**config.mk**
```make
export PLATFORM = sky130hd
export DESIGN_NAME = frrc_fault_recovery_reset_ctrl
export DESIGN_NICKNAME = d
export VERILOG_FILES = /design/src/frrc_pkg.sv /design/src/frrc_fault_recovery_reset_ctrl.sv /design/src/frrc_reset_pin.sv
export SDC_FILE = /design/constraint.sdc
export NUM_CORES = 1
export LEC_CHECK = 0
export BUFFER_PORTS_ARGS = -buffer_cell sky130_fd_sc_hd__buf_2
export CAP_MARGIN = 10
export CORE_MARGIN = 1.5
export CORE_UTILIZATION = 60
export DETAILED_ROUTE_END_ITERATION = 7
export GPL_TIMING_DRIVEN = 0
export HOLD_SLACK_MARGIN = 0.08
export MAX_ROUTING_LAYER = met4
export PLACE_DENSITY = 0.84
export SETUP_SLACK_MARGIN = 0.05
export SLEW_MARGIN = 25
export SYNTH_ARGS = -nofsm -noshare
export SYNTH_HDL_FRONTEND = slang
export SYNTH_HIERARCHICAL = 1
export SYNTH_SLANG_ARGS = --single-unit
```
**constraint.sdc**
```tcl
create_clock -name clk -period 2.9 [get_ports clk]
set_clock_uncertainty 0.2 [all_clocks]
set_input_delay 0 -clock clk [delete_from_list [all_inputs] [get_ports clk]]
set_output_delay 0 -clock clk [all_outputs]
set_load 0.03 [all_outputs]
```
**src/frrc_pkg.sv**
```systemverilog
/*
  Constants, register layout and timing for the fault recovery and reset controller.
  Assumes a 10 MHz system clock; configuration bytes arrive already loaded from storage.
*/
`default_nettype none
package frrc_pkg;
  localparam int unsigned CLK_HZ = 10_000_000;
  localparam logic [7:0] REG_RESET_OUTPUT_CONFIG     = 8'h19;
  localparam logic [7:0] REG_RESET_RAIL_SELECT_LOW   = 8'h1a;
  localparam logic [7:0] REG_RESET_RAIL_SELECT_HIGH  = 8'h1b;
  localparam logic [7:0] REG_FAULT_RECOVERY_CONFIG   = 8'h4f;
  localparam int unsigned RST_COND_LSB  = 0;
  localparam int unsigned RST_POL_BIT   = 2;
  localparam int unsigned RST_DRIVE_BIT = 3;
  localparam int unsigned RST_TMO_LSB   = 4;
  localparam int unsigned FR_DELAY_LSB  = 0;
  localparam int unsigned FR_MODE_BIT   = 3;
  localparam logic [1:0] COND_UV = 2'h0;
  localparam logic [1:0] COND_EW = 2'h1;
  localparam logic [1:0] COND_OV = 2'h2;
  localparam logic [1:0] COND_UO = 2'h3;
  localparam logic [1:0] LOG_ALL   = 2'h0;
  localparam logic [1:0] LOG_LINES = 2'h1;
  localparam logic [1:0] LOG_ADC   = 2'h2;
  localparam logic [1:0] LOG_NONE  = 2'h3;
  localparam logic [7:0] RAIL_HIGH_MASK = 8'h0f;
  // Times in microseconds, cycle counts derived from the clock rate
  localparam int unsigned US_CYC = CLK_HZ / 1_000_000;
  localparam int unsigned ARD_US [8] = '{20, 18_750, 37_500, 75_000, 150_000, 300_000,
                                        600_000, 2_400_000};
  localparam int unsigned RTO_US [8] = '{25, 3_000, 37_500, 150_000, 300_000, 600_000,
                                        1_200_000, 2_400_000};
  localparam int unsigned LOG_US [4] = '{306_000, 90_000, 252_000, 0};
  localparam int unsigned CNT_W = 25;
  typedef enum logic [2:0] {
    FRRC_OFF     = 3'b000,
    FRRC_SEQ     = 3'b001,
    FRRC_HOLD    = 3'b011,
    FRRC_RUN     = 3'b010,
    FRRC_RETRY   = 3'b110,
    FRRC_LATCHED = 3'b111
  } frrc_state_t;
endpackage
`default_nettype wire

```
**src/frrc_fault_recovery_reset_ctrl.sv**
```systemverilog
/*
  Fault recovery sequencer control and system reset output.
  Assumes monitor comparator flags, slot-12 assignment and slot-delay expiry come from the
  sequencer; configuration bytes are written by the storage loader on the documented port.
*/
`timescale 1ns/100ps
`default_nettype none
module frrc_fault_recovery_reset_ctrl #(
  parameter int unsigned RAILS = 12
) (
  input  wire logic             clk,
  input  wire logic             rst_n,
  input  wire logic             ce,
  input  wire logic             cfg_we,
  input  wire logic [7:0]       cfg_addr,
  input  wire logic [7:0]       cfg_wdata,
  output var  logic [7:0]       cfg_rdata,
  input  wire logic [1:0]       fault_log_mode,
  input  wire logic             enable_in,
  input  wire logic             soft_enable_n,
  input  wire logic             critical_fault,
  input  wire logic [RAILS-1:0] crit_enabled,
  input  wire logic [RAILS-1:0] rail_uv,
  input  wire logic [RAILS-1:0] rail_ov,
  input  wire logic [RAILS-1:0] rail_ew,
  input  wire logic [RAILS-1:0] slot12_assigned,
  input  wire logic             slot_delay_done,
  input  wire logic             power_down,
  input  wire logic             general_pin_four_is_mr,
  input  wire logic             manual_reset_in,
  output var  logic             seq_start,
  output var  logic             enables_on,
  output var  logic             reset_active,
  output var  logic [2:0]       state_o,
  output var  logic             reset_pin_o,
  output var  logic             reset_pin_oe
);
  initial begin
    if (RAILS < 1 || RAILS > 12) $error("RAILS must be 1 to 12");
  end

  typedef logic [frrc_pkg::CNT_W-1:0] frrc_cnt_t;

  function automatic frrc_cnt_t frrc_cycles(input int unsigned us);
    int unsigned c;
    c = us * frrc_pkg::US_CYC;
    if (c < 1) c = 1;
    return frrc_cnt_t'(c);
  endfunction

  // Synchronised reset
  logic rst_meta;
  logic rst_sync;
  always_ff @(posedge clk or negedge rst_n) begin
    if (!rst_n) begin
      rst_meta <= 1'b0;
      rst_sync <= 1'b0;
    end else begin
      rst_meta <= 1'b1;
      rst_sync <= rst_meta;
    end
  end

  // Configuration registers
  logic [7:0] reset_output_config;
  logic [7:0] reset_rail_select_low;
  logic [7:0] reset_rail_select_high;
  logic [7:0] fault_recovery_config;
  logic [7:0] next_roc;
  logic [7:0] next_rsl;
  logic [7:0] next_rsh;
  logic [7:0] next_frc;
  logic [7:0] next_rdata;

  always_comb begin
    next_roc = reset_output_config;
    next_rsl = reset_rail_select_low;
    next_rsh = reset_rail_select_high;
    next_frc = fault_recovery_config;
    if (cfg_we) begin
      unique case (cfg_addr)
        frrc_pkg::REG_RESET_OUTPUT_CONFIG:    next_roc = {1'b0, cfg_wdata[6:0]};
        frrc_pkg::REG_RESET_RAIL_SELECT_LOW:  next_rsl = cfg_wdata;
        frrc_pkg::REG_RESET_RAIL_SELECT_HIGH: next_rsh = cfg_wdata & frrc_pkg::RAIL_HIGH_MASK;
        frrc_pkg::REG_FAULT_RECOVERY_CONFIG:  next_frc = cfg_wdata;
        default: ;
      endcase
    end
    unique case (cfg_addr)
      frrc_pkg::REG_RESET_OUTPUT_CONFIG:    next_rdata = reset_output_config;
      frrc_pkg::REG_RESET_RAIL_SELECT_LOW:  next_rdata = reset_rail_select_low;
      frrc_pkg::REG_RESET_RAIL_SELECT_HIGH: next_rdata = reset_rail_select_high;
      frrc_pkg::REG_FAULT_RECOVERY_CONFIG:  next_rdata = fault_recovery_config;
      default:                              next_rdata = 8'h00;
    endcase
  end

  always_ff @(posedge clk or negedge rst_sync) begin
    if (!rst_sync) begin
      reset_output_config    <= 8'h00;
      reset_rail_select_low  <= 8'h00;
      reset_rail_select_high <= 8'h00;
      fault_recovery_config  <= 8'h00;
      cfg_rdata              <= 8'h00;
    end else if (ce) begin
      reset_output_config    <= next_roc;
      reset_rail_select_low  <= next_rsl;
      reset_rail_select_high <= next_rsh;
      fault_recovery_config  <= next_frc;
      cfg_rdata              <= next_rdata;
    end
  end

  // Field decode
  logic [1:0]       rst_cond;
  logic [2:0]       rst_tmo_sel;
  logic [2:0]       retry_sel;
  logic             latch_mode;
  logic [11:0]      dep_all;
  logic [RAILS-1:0] watched;
  logic [RAILS-1:0] rail_fault;
  logic             rail_reset;
  logic             seq_fault;
  logic             mr_active;
  logic             pwr_done;

  always_comb begin
    rst_cond    = reset_output_config[frrc_pkg::RST_COND_LSB +: 2];
    rst_tmo_sel = reset_output_config[frrc_pkg::RST_TMO_LSB +: 3];
    retry_sel   = fault_recovery_config[frrc_pkg::FR_DELAY_LSB +: 3];
    latch_mode  = fault_recovery_config[frrc_pkg::FR_MODE_BIT];
    dep_all     = {reset_rail_select_high[3:0], reset_rail_select_low};
    watched     = dep_all[RAILS-1:0] | crit_enabled;
    unique case (rst_cond)
      frrc_pkg::COND_UV: rail_fault = rail_uv;
      frrc_pkg::COND_EW: rail_fault = rail_ew;
      frrc_pkg::COND_OV: rail_fault = rail_ov;
      frrc_pkg::COND_UO: rail_fault = rail_uv | rail_ov;
    endcase
    rail_reset = |(rail_fault & watched);
    seq_fault  = |(rail_uv | rail_ov);
    mr_active  = general_pin_four_is_mr & ~manual_reset_in;
    if (|slot12_assigned) begin
      pwr_done = &(~rail_uv | ~slot12_assigned);
    end else begin
      pwr_done = slot_delay_done;
    end
  end

  // Sequencer control
  frrc_pkg::frrc_state_t state;
  frrc_pkg::frrc_state_t next_state;
  frrc_cnt_t             cnt;
  frrc_cnt_t             next_cnt;
  logic                  en_q;
  logic                  soft_q;
  logic                  next_seq_start;
  logic                  next_enables_on;
  logic                  next_reset_active;
  logic                  go;
  frrc_cnt_t             retry_wait;

  always_comb begin
    go         = enable_in & ~soft_enable_n;
    retry_wait = frrc_cycles(frrc_pkg::ARD_US[retry_sel]);
    // Honour fault-log storing time before a retry restart; a restart out of the latch is not delayed
    if (frrc_cycles(frrc_pkg::LOG_US[fault_log_mode]) > retry_wait &&
        fault_log_mode != frrc_pkg::LOG_NONE) begin
      retry_wait = frrc_cycles(frrc_pkg::LOG_US[fault_log_mode]);
    end
    next_state     = state;
    next_cnt       = cnt;
    next_seq_start = 1'b0;
    unique case (state)
      frrc_pkg::FRRC_OFF: begin
        if (go) begin
          next_state     = frrc_pkg::FRRC_SEQ;
          next_seq_start = 1'b1;
        end
      end
      frrc_pkg::FRRC_SEQ: begin
        if (!go) begin
          next_state = frrc_pkg::FRRC_OFF;
        end else if (seq_fault || critical_fault) begin
          next_state = latch_mode ? frrc_pkg::FRRC_LATCHED : frrc_pkg::FRRC_RETRY;
          next_cnt   = retry_wait;
        end else if (pwr_done) begin
          next_state = frrc_pkg::FRRC_HOLD;
          next_cnt   = frrc_cycles(frrc_pkg::RTO_US[rst_tmo_sel]);
        end
      end
      frrc_pkg::FRRC_HOLD, frrc_pkg::FRRC_RUN: begin
        if (!go) begin
          next_state = frrc_pkg::FRRC_OFF;
        end else if (critical_fault) begin
          next_state = latch_mode ? frrc_pkg::FRRC_LATCHED : frrc_pkg::FRRC_RETRY;
          next_cnt   = retry_wait;
        end else if (state == frrc_pkg::FRRC_HOLD) begin
          if (cnt <= frrc_cnt_t'(1)) begin
            next_state = frrc_pkg::FRRC_RUN;
          end else begin
            next_cnt = cnt - frrc_cnt_t'(1);
          end
        end
      end
      frrc_pkg::FRRC_RETRY: begin
        if (!go) begin
          next_state = frrc_pkg::FRRC_OFF;
        end else if (cnt <= frrc_cnt_t'(1)) begin
          next_state     = frrc_pkg::FRRC_SEQ;
          next_seq_start = 1'b1;
        end else begin
          next_cnt = cnt - frrc_cnt_t'(1);
        end
      end
      frrc_pkg::FRRC_LATCHED: begin
        // An enable falling, software enable rewritten, or go low (enable_in low or soft_enable_n high) frees the latch
        if ((en_q && !enable_in) || (soft_enable_n == 1'b0 && soft_q == 1'b1) ||
            !go) begin
          next_state = frrc_pkg::FRRC_OFF;
        end
      end
      default: next_state = frrc_pkg::FRRC_OFF;
    endcase
    next_enables_on   = (next_state == frrc_pkg::FRRC_SEQ) ||
                        (next_state == frrc_pkg::FRRC_HOLD) ||
                        (next_state == frrc_pkg::FRRC_RUN);
    next_reset_active = (next_state != frrc_pkg::FRRC_RUN) || power_down ||
                        rail_reset || mr_active;
  end

  always_ff @(posedge clk or negedge rst_sync) begin
    if (!rst_sync) begin
      state        <= frrc_pkg::FRRC_OFF;
      cnt          <= '0;
      en_q         <= 1'b0;
      soft_q       <= 1'b1;
      seq_start    <= 1'b0;
      enables_on   <= 1'b0;
      reset_active <= 1'b1;
      state_o      <= 3'h0;
    end else if (ce) begin
      state        <= next_state;
      cnt          <= next_cnt;
      en_q         <= enable_in;
      soft_q       <= soft_enable_n;
      seq_start    <= next_seq_start;
      enables_on   <= next_enables_on;
      reset_active <= next_reset_active;
      state_o      <= next_state;
    end
  end

  frrc_reset_pin u_pin (
    .clk         (clk),
    .rst_n       (rst_sync),
    .ce          (ce),
    .assert_in   (next_reset_active),
    .active_high (reset_output_config[frrc_pkg::RST_POL_BIT]),
    .push_pull   (reset_output_config[frrc_pkg::RST_DRIVE_BIT]),
    .pin_o       (reset_pin_o),
    .pin_oe      (reset_pin_oe)
  );
endmodule
`default_nettype wire

```
**src/frrc_reset_pin.sv**
```systemverilog
/*
  Reset pin driver: polarity and open-drain or push-pull drive from a logical assert.
  Assumes the surrounding wire resolves level from the enable.
*/
`timescale 1ns/100ps
`default_nettype none
module frrc_reset_pin (
  input  wire logic clk,
  input  wire logic rst_n,
  input  wire logic ce,
  input  wire logic assert_in,
  input  wire logic active_high,
  input  wire logic push_pull,
  output var  logic pin_o,
  output var  logic pin_oe
);
  logic next_pin_o;
  logic next_pin_oe;
  always_comb begin
    next_pin_o  = assert_in ? active_high : ~active_high;
    next_pin_oe = push_pull | assert_in;
  end
  always_ff @(posedge clk or negedge rst_n) begin
    if (!rst_n) begin
      pin_o  <= 1'b0;
      pin_oe <= 1'b1;
    end else if (ce) begin
      pin_o  <= next_pin_o;
      pin_oe <= next_pin_oe;
    end
  end
endmodule
`default_nettype wire

```
==> results, run 1 <==
- The flow did not finish.
- The step where the flow halted is 5_1_grt.
- The tool reported: "[ERROR GRT-0232] Routing congestion too high. Check the congestion heatmap in the GUI".
- CTS built an H-tree with a depth of 3.
- The most used flip-flop cell after synthesis is dfrtp_1.
- The tree built by TritonCTS fans out to 71 sinks.
- After the last repair the worst path ends at a register data pin.
- The initial standard-cell utilization of the core is 0.6217.
- The number of nets handed over by synthesis was 1212.
- The maximum root-to-sink buffer count is 2.
- The half-perimeter wire length after placement is 20610 µm.
- The cell count after synthesis came out at 1021.
- The share of the Yosys chip area taken by registers is 0.2137.
- Port buffering added 103 buffers.
- The die is 120.8 µm tall.
- After floorplanning, the core was divided into 42 placement rows.
- The cell at the root of the clock tree is clkbuf_16.
- The total of warnings raised by yosys is 6.
- The die width is 120.8 µm.
- In this run, CTS created clock tree buffers numbering 9.
- The final weighted congestion in routability-driven placement is 1.024.
- For this run, the total global-route usage over all layers was measured as 0.8699.
- The mean instance size in the synthesized netlist is 8.159 µm².
- The sum of overflow across all layers after global routing is 233.
- The cell area after technology mapping is 8330 µm².
- The worst setup endpoint after the global-route repair_timing is cnt[11]$_DFFE_PN0P_/D.
- The number of enable flip-flop cells after synthesis is 0.
- Counting flops with an async set or reset pin after synthesis yields a share of 1.000.
- The count of different cell masters after synthesis is 96.
- The total I/O pin count is 105.
- The largest net degree at the start of global routing is 53.
- The number of flip-flops and latches in the synthesized netlist is 71.
[Yosys cell counts, types with 6 or more instances]
| cell type | instances | share of area |
|---|---|---|
| a211oi_1 | 11 | 0.0099 |
| a221o_1 | 7 | 0.0084 |
| o21ai_0 | 55 | 0.033 |
| nand2b_1 | 9 | 0.0068 |
| ha_1 | 101 | 0.15 |
| o22ai_1 | 20 | 0.015 |
| nand3_1 | 35 | 0.021 |
| o21a_1 | 8 | 0.0072 |
| nor2b_1 | 8 | 0.0060 |
| nor4_1 | 16 | 0.012 |
| xnor2_1 | 25 | 0.026 |
| clkbuf_1 | 31 | 0.014 |
| a31oi_1 | 10 | 0.0075 |
| mux2_2 | 27 | 0.036 |
| or3_1 | 8 | 0.0060 |
| a22oi_1 | 12 | 0.011 |
| xor2_1 | 12 | 0.013 |
| nand2_1 | 80 | 0.036 |
| and3_1 | 10 | 0.0075 |
| nand4_1 | 11 | 0.0083 |
| dfrtp_1 | 68 | 0.20 |
| inv_1 | 53 | 0.024 |
| a21oi_1 | 77 | 0.046 |
| a222oi_1 | 14 | 0.017 |
| nor3_1 | 21 | 0.013 |
| and2_1 | 11 | 0.0083 |
| a221oi_1 | 7 | 0.0074 |
| o211ai_1 | 6 | 0.0054 |
| a21o_1 | 14 | 0.013 |
| nor2_1 | 97 | 0.044 |
| mux2i_1 | 13 | 0.016 |
[per-layer routing]
layer	overflow	global-route usage
met1	7	0.8349
met2	131	1.008
met3	12	0.7113
met4	83	0.9184
met5	-	-
[per-stage QoR]
stage          cell area [µm²]  TNS [ps]    util  worst slack, ps  std cells
2_1_floorplan             8906    -52670       -            -2479       1021
3_3_place_gp              9642    -87580  0.7195            -3260       1300
3_5_place_dp              9673    -72820  0.7218            -3354       1301
4_1_cts                  11650    -62950  0.8696            -2920       1422
[kinds of logic after synthesis]
| logic type | share of synthesized area |
|---|---|
| compound gates | 0.2713 |
| xor+xnor | 0.04085 |
| fa+ha+maj | 0.1541 |
| buf+inv | 0.05437 |
| flops | 0.2137 |
| mux | 0.05392 |
| other cells | 0.0009015 |
| simple gates | 0.2109 |
[repair_timing]
action / CTS
setup buffers: 88
hold endpoints to repair: 57
hold buffers: 19
pin swaps: 79
resized for setup: 158
gates cloned: 0
endpoints found under the setup margin: 28
==> run 2: changes to the inputs <==
- CORE_UTILIZATION: 60 -> 40
- HOLD_SLACK_MARGIN: 0.08 -> not set
- MAX_ROUTING_LAYER: met4 -> not set
- PLACE_DENSITY: 0.84 -> not set
- PLACE_DENSITY_LB_ADDON: not set -> 0.15
- SETUP_SLACK_MARGIN: 0.05 -> not set
==> results, run 2 <==
- For this run the aggregate overflow at the end of global routing stands at 0.
- The number of antenna-violating nets in the routed design is 0.
- The run finished, with violations left.
- The overall die height is 147.3 µm.
- After clock tree synthesis, the clock-pin slew on the worst setup and hold paths is 60 ps.
- The clock tree from TritonCTS is built.
- The repair_antennas step left the layout with diodes totalling 0.
- The highest cell delay on the worst timing path is 440 ps.
- The launch instance of the worst register-to-register path is fault_recovery_config[0].
- Sorting the synthesized cells by how often they occur yields ha_1, nor2_1, nand2_1.
- The largest individual stage delay along the critical path comes from the cell dfrtp_2.
- The total of warnings raised by yosys is 6.
- The final reports fail on negative setup slack.
- The synthesized design contains 0 enable-type register cells.
- The share of synthesized area spent on multiplexers is 0.05392.
- The area of the core is 20300 µm².
- Across all register-to-register paths, the minimum setup slack is -3090 ps.
- The number of failing hold endpoints at the final stage is 0.
- The mapped netlist covers 8330 µm².
- The cell at the root of the clock tree is clkbuf_16.
- The register bank with the most flops is cnt.
- Across all setup checks in the final design, the least slack found is -3093 ps.
- The number of cells on the worst hold path is 3.
- The library cell used most frequently in the layout, excluding fill and tap cells, is buf_4.
- The async set-reset flop share out of synthesis is 1.000.
- In this run the deepest clock path goes through 2 buffers.
- The mean instance size in the synthesized netlist is 8.159 µm².
- The max-slew headroom at the worst pin is 0.4071.
- The first global-routing pass estimated 48190 µm of wire.
- The number of flip-flops and latches in the synthesized netlist is 71.
- The combinational share of power is 0.489.
- Of the total power, the clock network draws 0.244.
- The total iterations of the first detailed-routing run is 7.
- Across the VDD grid, the largest voltage drop is 0.3631 mV.
- Setup repair after global routing could not meet its margin everywhere.
- The total power density per cell area is 388.1 nW/µm².
- The area enclosed by the die boundary is 21700 µm².
- The clock net sink count is 71.
- Compared with the post-synthesis result, the final layout area differs by 49.64%.
- Of the total synthesized cell area, the portion taken by AND, OR, NAND and NOR gates is 0.2109.
- The most critical setup path has its endpoint at cnt[16].
- In this run the power spent charging and discharging nets is 1.939 mW.
- The count of vias placed by the detailed router is 9302.
- The via density per instance is 6.025.
- The number of clock buffers added by TritonCTS is 9.
- The remaining design rule violation count is 0.
- The share of the synthesized area in compound gates (AO/OA/AOI/OAI) was 0.2713.
- The worst reg2reg path endpoint is cnt[16].
- The path category of the worst min-delay check is input port to register.
- Timing analysis after detailed placement gives a worst setup slack of -3729 ps.
- Summing internal, switching and leakage power gives 4.838 mW.
- The startpoint type of the worst setup path is a register.
- The initial antenna violation count was 0.
- In this run the number of H-tree levels came out at 3.
- Setup violations remaining at the end of the flow were counted as 27.
- The die width is 147.3 µm.
- The via count of the first global-routing pass is 8951.
- In this run the worst setup path begins at fault_recovery_config[0].
- The flip-flop count of the largest register after layout is 25.
- The total I/O pin count is 105.
- Of the total synthesized cell area, the portion taken by XOR and XNOR cells is 0.04085.
- For the pin with the worst max-slew slack, the measured transition is 880.1 ps.
- The most frequently used cell type in the post-synthesis netlist is ha_1.
- STA puts the critical path data arrival time at 6080 ps.
- The number of max-slew violations in the final report is 0.
- In this run the static leakage power is 5.255 nW.
- For this block, the initial DRC count from the detailed router was 746.
- The number of violations of the max-capacitance limit is 0.
- After detailed routing, the average wire length per cell comes to 20.31 µm.
- The arithmetic-cell share of the synthesized area counting full adders, half adders and majority gates is 0.1541.
- By area, the combinational part of the netlist is dominated by compound AO/OA/AOI/OAI gates.
- The share of synthesized area occupied by flip-flops and latches is 0.2137.
- For this run, the total global-route usage over all layers was measured as 0.2803.
- The count of different cell masters after synthesis is 96.
- The final period demand of the worst path is 5993 ps.
- The critical setup path kind is register to register.
- The final weighted congestion in routability-driven placement is 0.9191.
- For this block, the routed nets add up to 31360 µm of wire.
- The internal power is 2.899 mW.
- The initial standard-cell utilization of the core is 0.4104.
- Summed over all instances, the cell type with the most area after synthesis is dfrtp_1.
- The timing-limited maximum frequency is 166.9 MHz.
- The most used flip-flop cell after synthesis is dfrtp_1.
- By instance count, the cell type seen most on the critical path is ha_4.
- The top cell types in the final layout, fill and taps aside, are buf_4, buf_2, nor2_1.
- The post-synth net total is 1212.
- Synthesis produced a netlist whose cell count is 1021.
- Along the worst path, the maximum fanout reaches 7.
- In the post-synthesis netlist, the biggest area contributors are dfrtp_1, ha_1, a21oi_1, nor2_1, mux2_2.
- The largest net degree at the start of global routing is 38.
- The worst setup path is captured at a register.
- The count of buffers added on input and output ports is 103.
- The worst endpoint required time is 2990 ps.
- The clock latency reported for the late side of the worst-skew pair is 350 ps.
- Of the cells placed in the final design, the portion with a size suffix greater than 1 is 0.4160.
- The standard-cell row count is 52.
- The sequential share of power is 0.267.
- Of the available clock period, the critical path in the final layout requires 2.067.
- The share of the synthesized area in the top cell type is 0.2043.
- The post-layout net count is 1460.
- For the worst flop-to-flop path, the logic depth is 26.
- Of the total power, the share spent switching nets is 0.4007.
- Once detailed placement completed, the half-perimeter wirelength came to 22440 µm.
run 2: cell counts after synthesis:
Identical to the previous run, type by type.
run 2: area by class of cell:
class | instances | area, µm²
Buffer | 40 | 361.6
Clock buffer | 9 | 225.2
Clock inverter | 7 | 80.08
Fill cell | 1729 | 7834
Inverter | 54 | 242.7
Multi-Input combinational cell | 851 | 7730
Sequential cell | 71 | 1788
Tap cell | 270 | 337.8
Timing Repair Buffer | 242 | 1700
run 2: worst max-delay path: cells and delay by family, from the launching register on:
| kind | cells | cell delay, ps |
|---|---|---|
| buffers and inverters | 4 | 540 |
| AO/OA/AOI/OAI | 13 | 2930 |
| AND/OR/NAND/NOR | 5 | 970 |
| flip-flops | 1 | 440 |
| adder cells (fa/ha/maj) | 4 | 850 |
run 2: per-stage QoR:
step,cell area (µm²),utilization,std cells,hold WS [ps],TNS (ps)
3_3_place_gp,9759,0.4808,1394,-415.4,-108010
5_1_grt,12470,0.6141,1544,37.42,-70090
4_1_cts,11820,0.5821,1512,1.515,-63230
6_report,12470,0.6141,1544,7.063,-66340
3_5_place_dp,9788,0.4822,1395,-411.7,-79870
2_1_floorplan,8906,-,1021,-495.6,-52670
run 2: kinds of logic (layout without fill, tap and decap cells):
kind of cell    count (synthesis)  in the layout
compound gates                324            324
simple gates                  344            344
buf+inv                        99            352
xor+xnor                       38             38
mux                            41             41
flops                          71             71
fa+ha+maj                     102            102
other cells                     2              2
run 2: timing repair:
item                                   4_1_cts  5_1_grt
setup buffers                               86       37
hold buffers                                14        0
pin swaps                                   80       72
cloned                                       3        0
resized for setup                          178       78
endpoints found under the hold margin       35        0
setup endpoints to repair                   28       29
run 2: metal layers:
| metal | global-route usage | vias up | routed length, µm |
|---|---|---|---|
| li1 | - | 4365 | - |
| met1 | 0.3762 | 4541 | 13470 |
| met2 | 0.4709 | 348 | 15240 |
| met3 | 0.03540 | 48 | 1869 |
| met4 | 0.08150 | 0 | 779 |
| met5 | 0 | - | 0 |
run 2: power groups by stage:
stage               clock network [mW]  registers [mW]  logic (mW)
floorplan                            0            1.27        1.31
global placement                     0            1.31        1.75
detailed placement                   0            1.30        1.77
CTS                               1.19            1.28        2.20
global route                      1.23            1.32        2.53
finish                            1.18            1.29        2.36
run 2: worst min-delay path by stage:
stage,end,slack [ps],from
floorplan,rst_meta,-500,rst_n
global placement,rst_meta,-420,rst_n
detailed placement,rst_sync,-410,rst_n
CTS,cnt[5],2,fault_log_mode[1]
global route,cnt[5],40,fault_log_mode[1]
finish,cnt[5],7,fault_log_mode[1]
(Power assumes the default switching activity.)
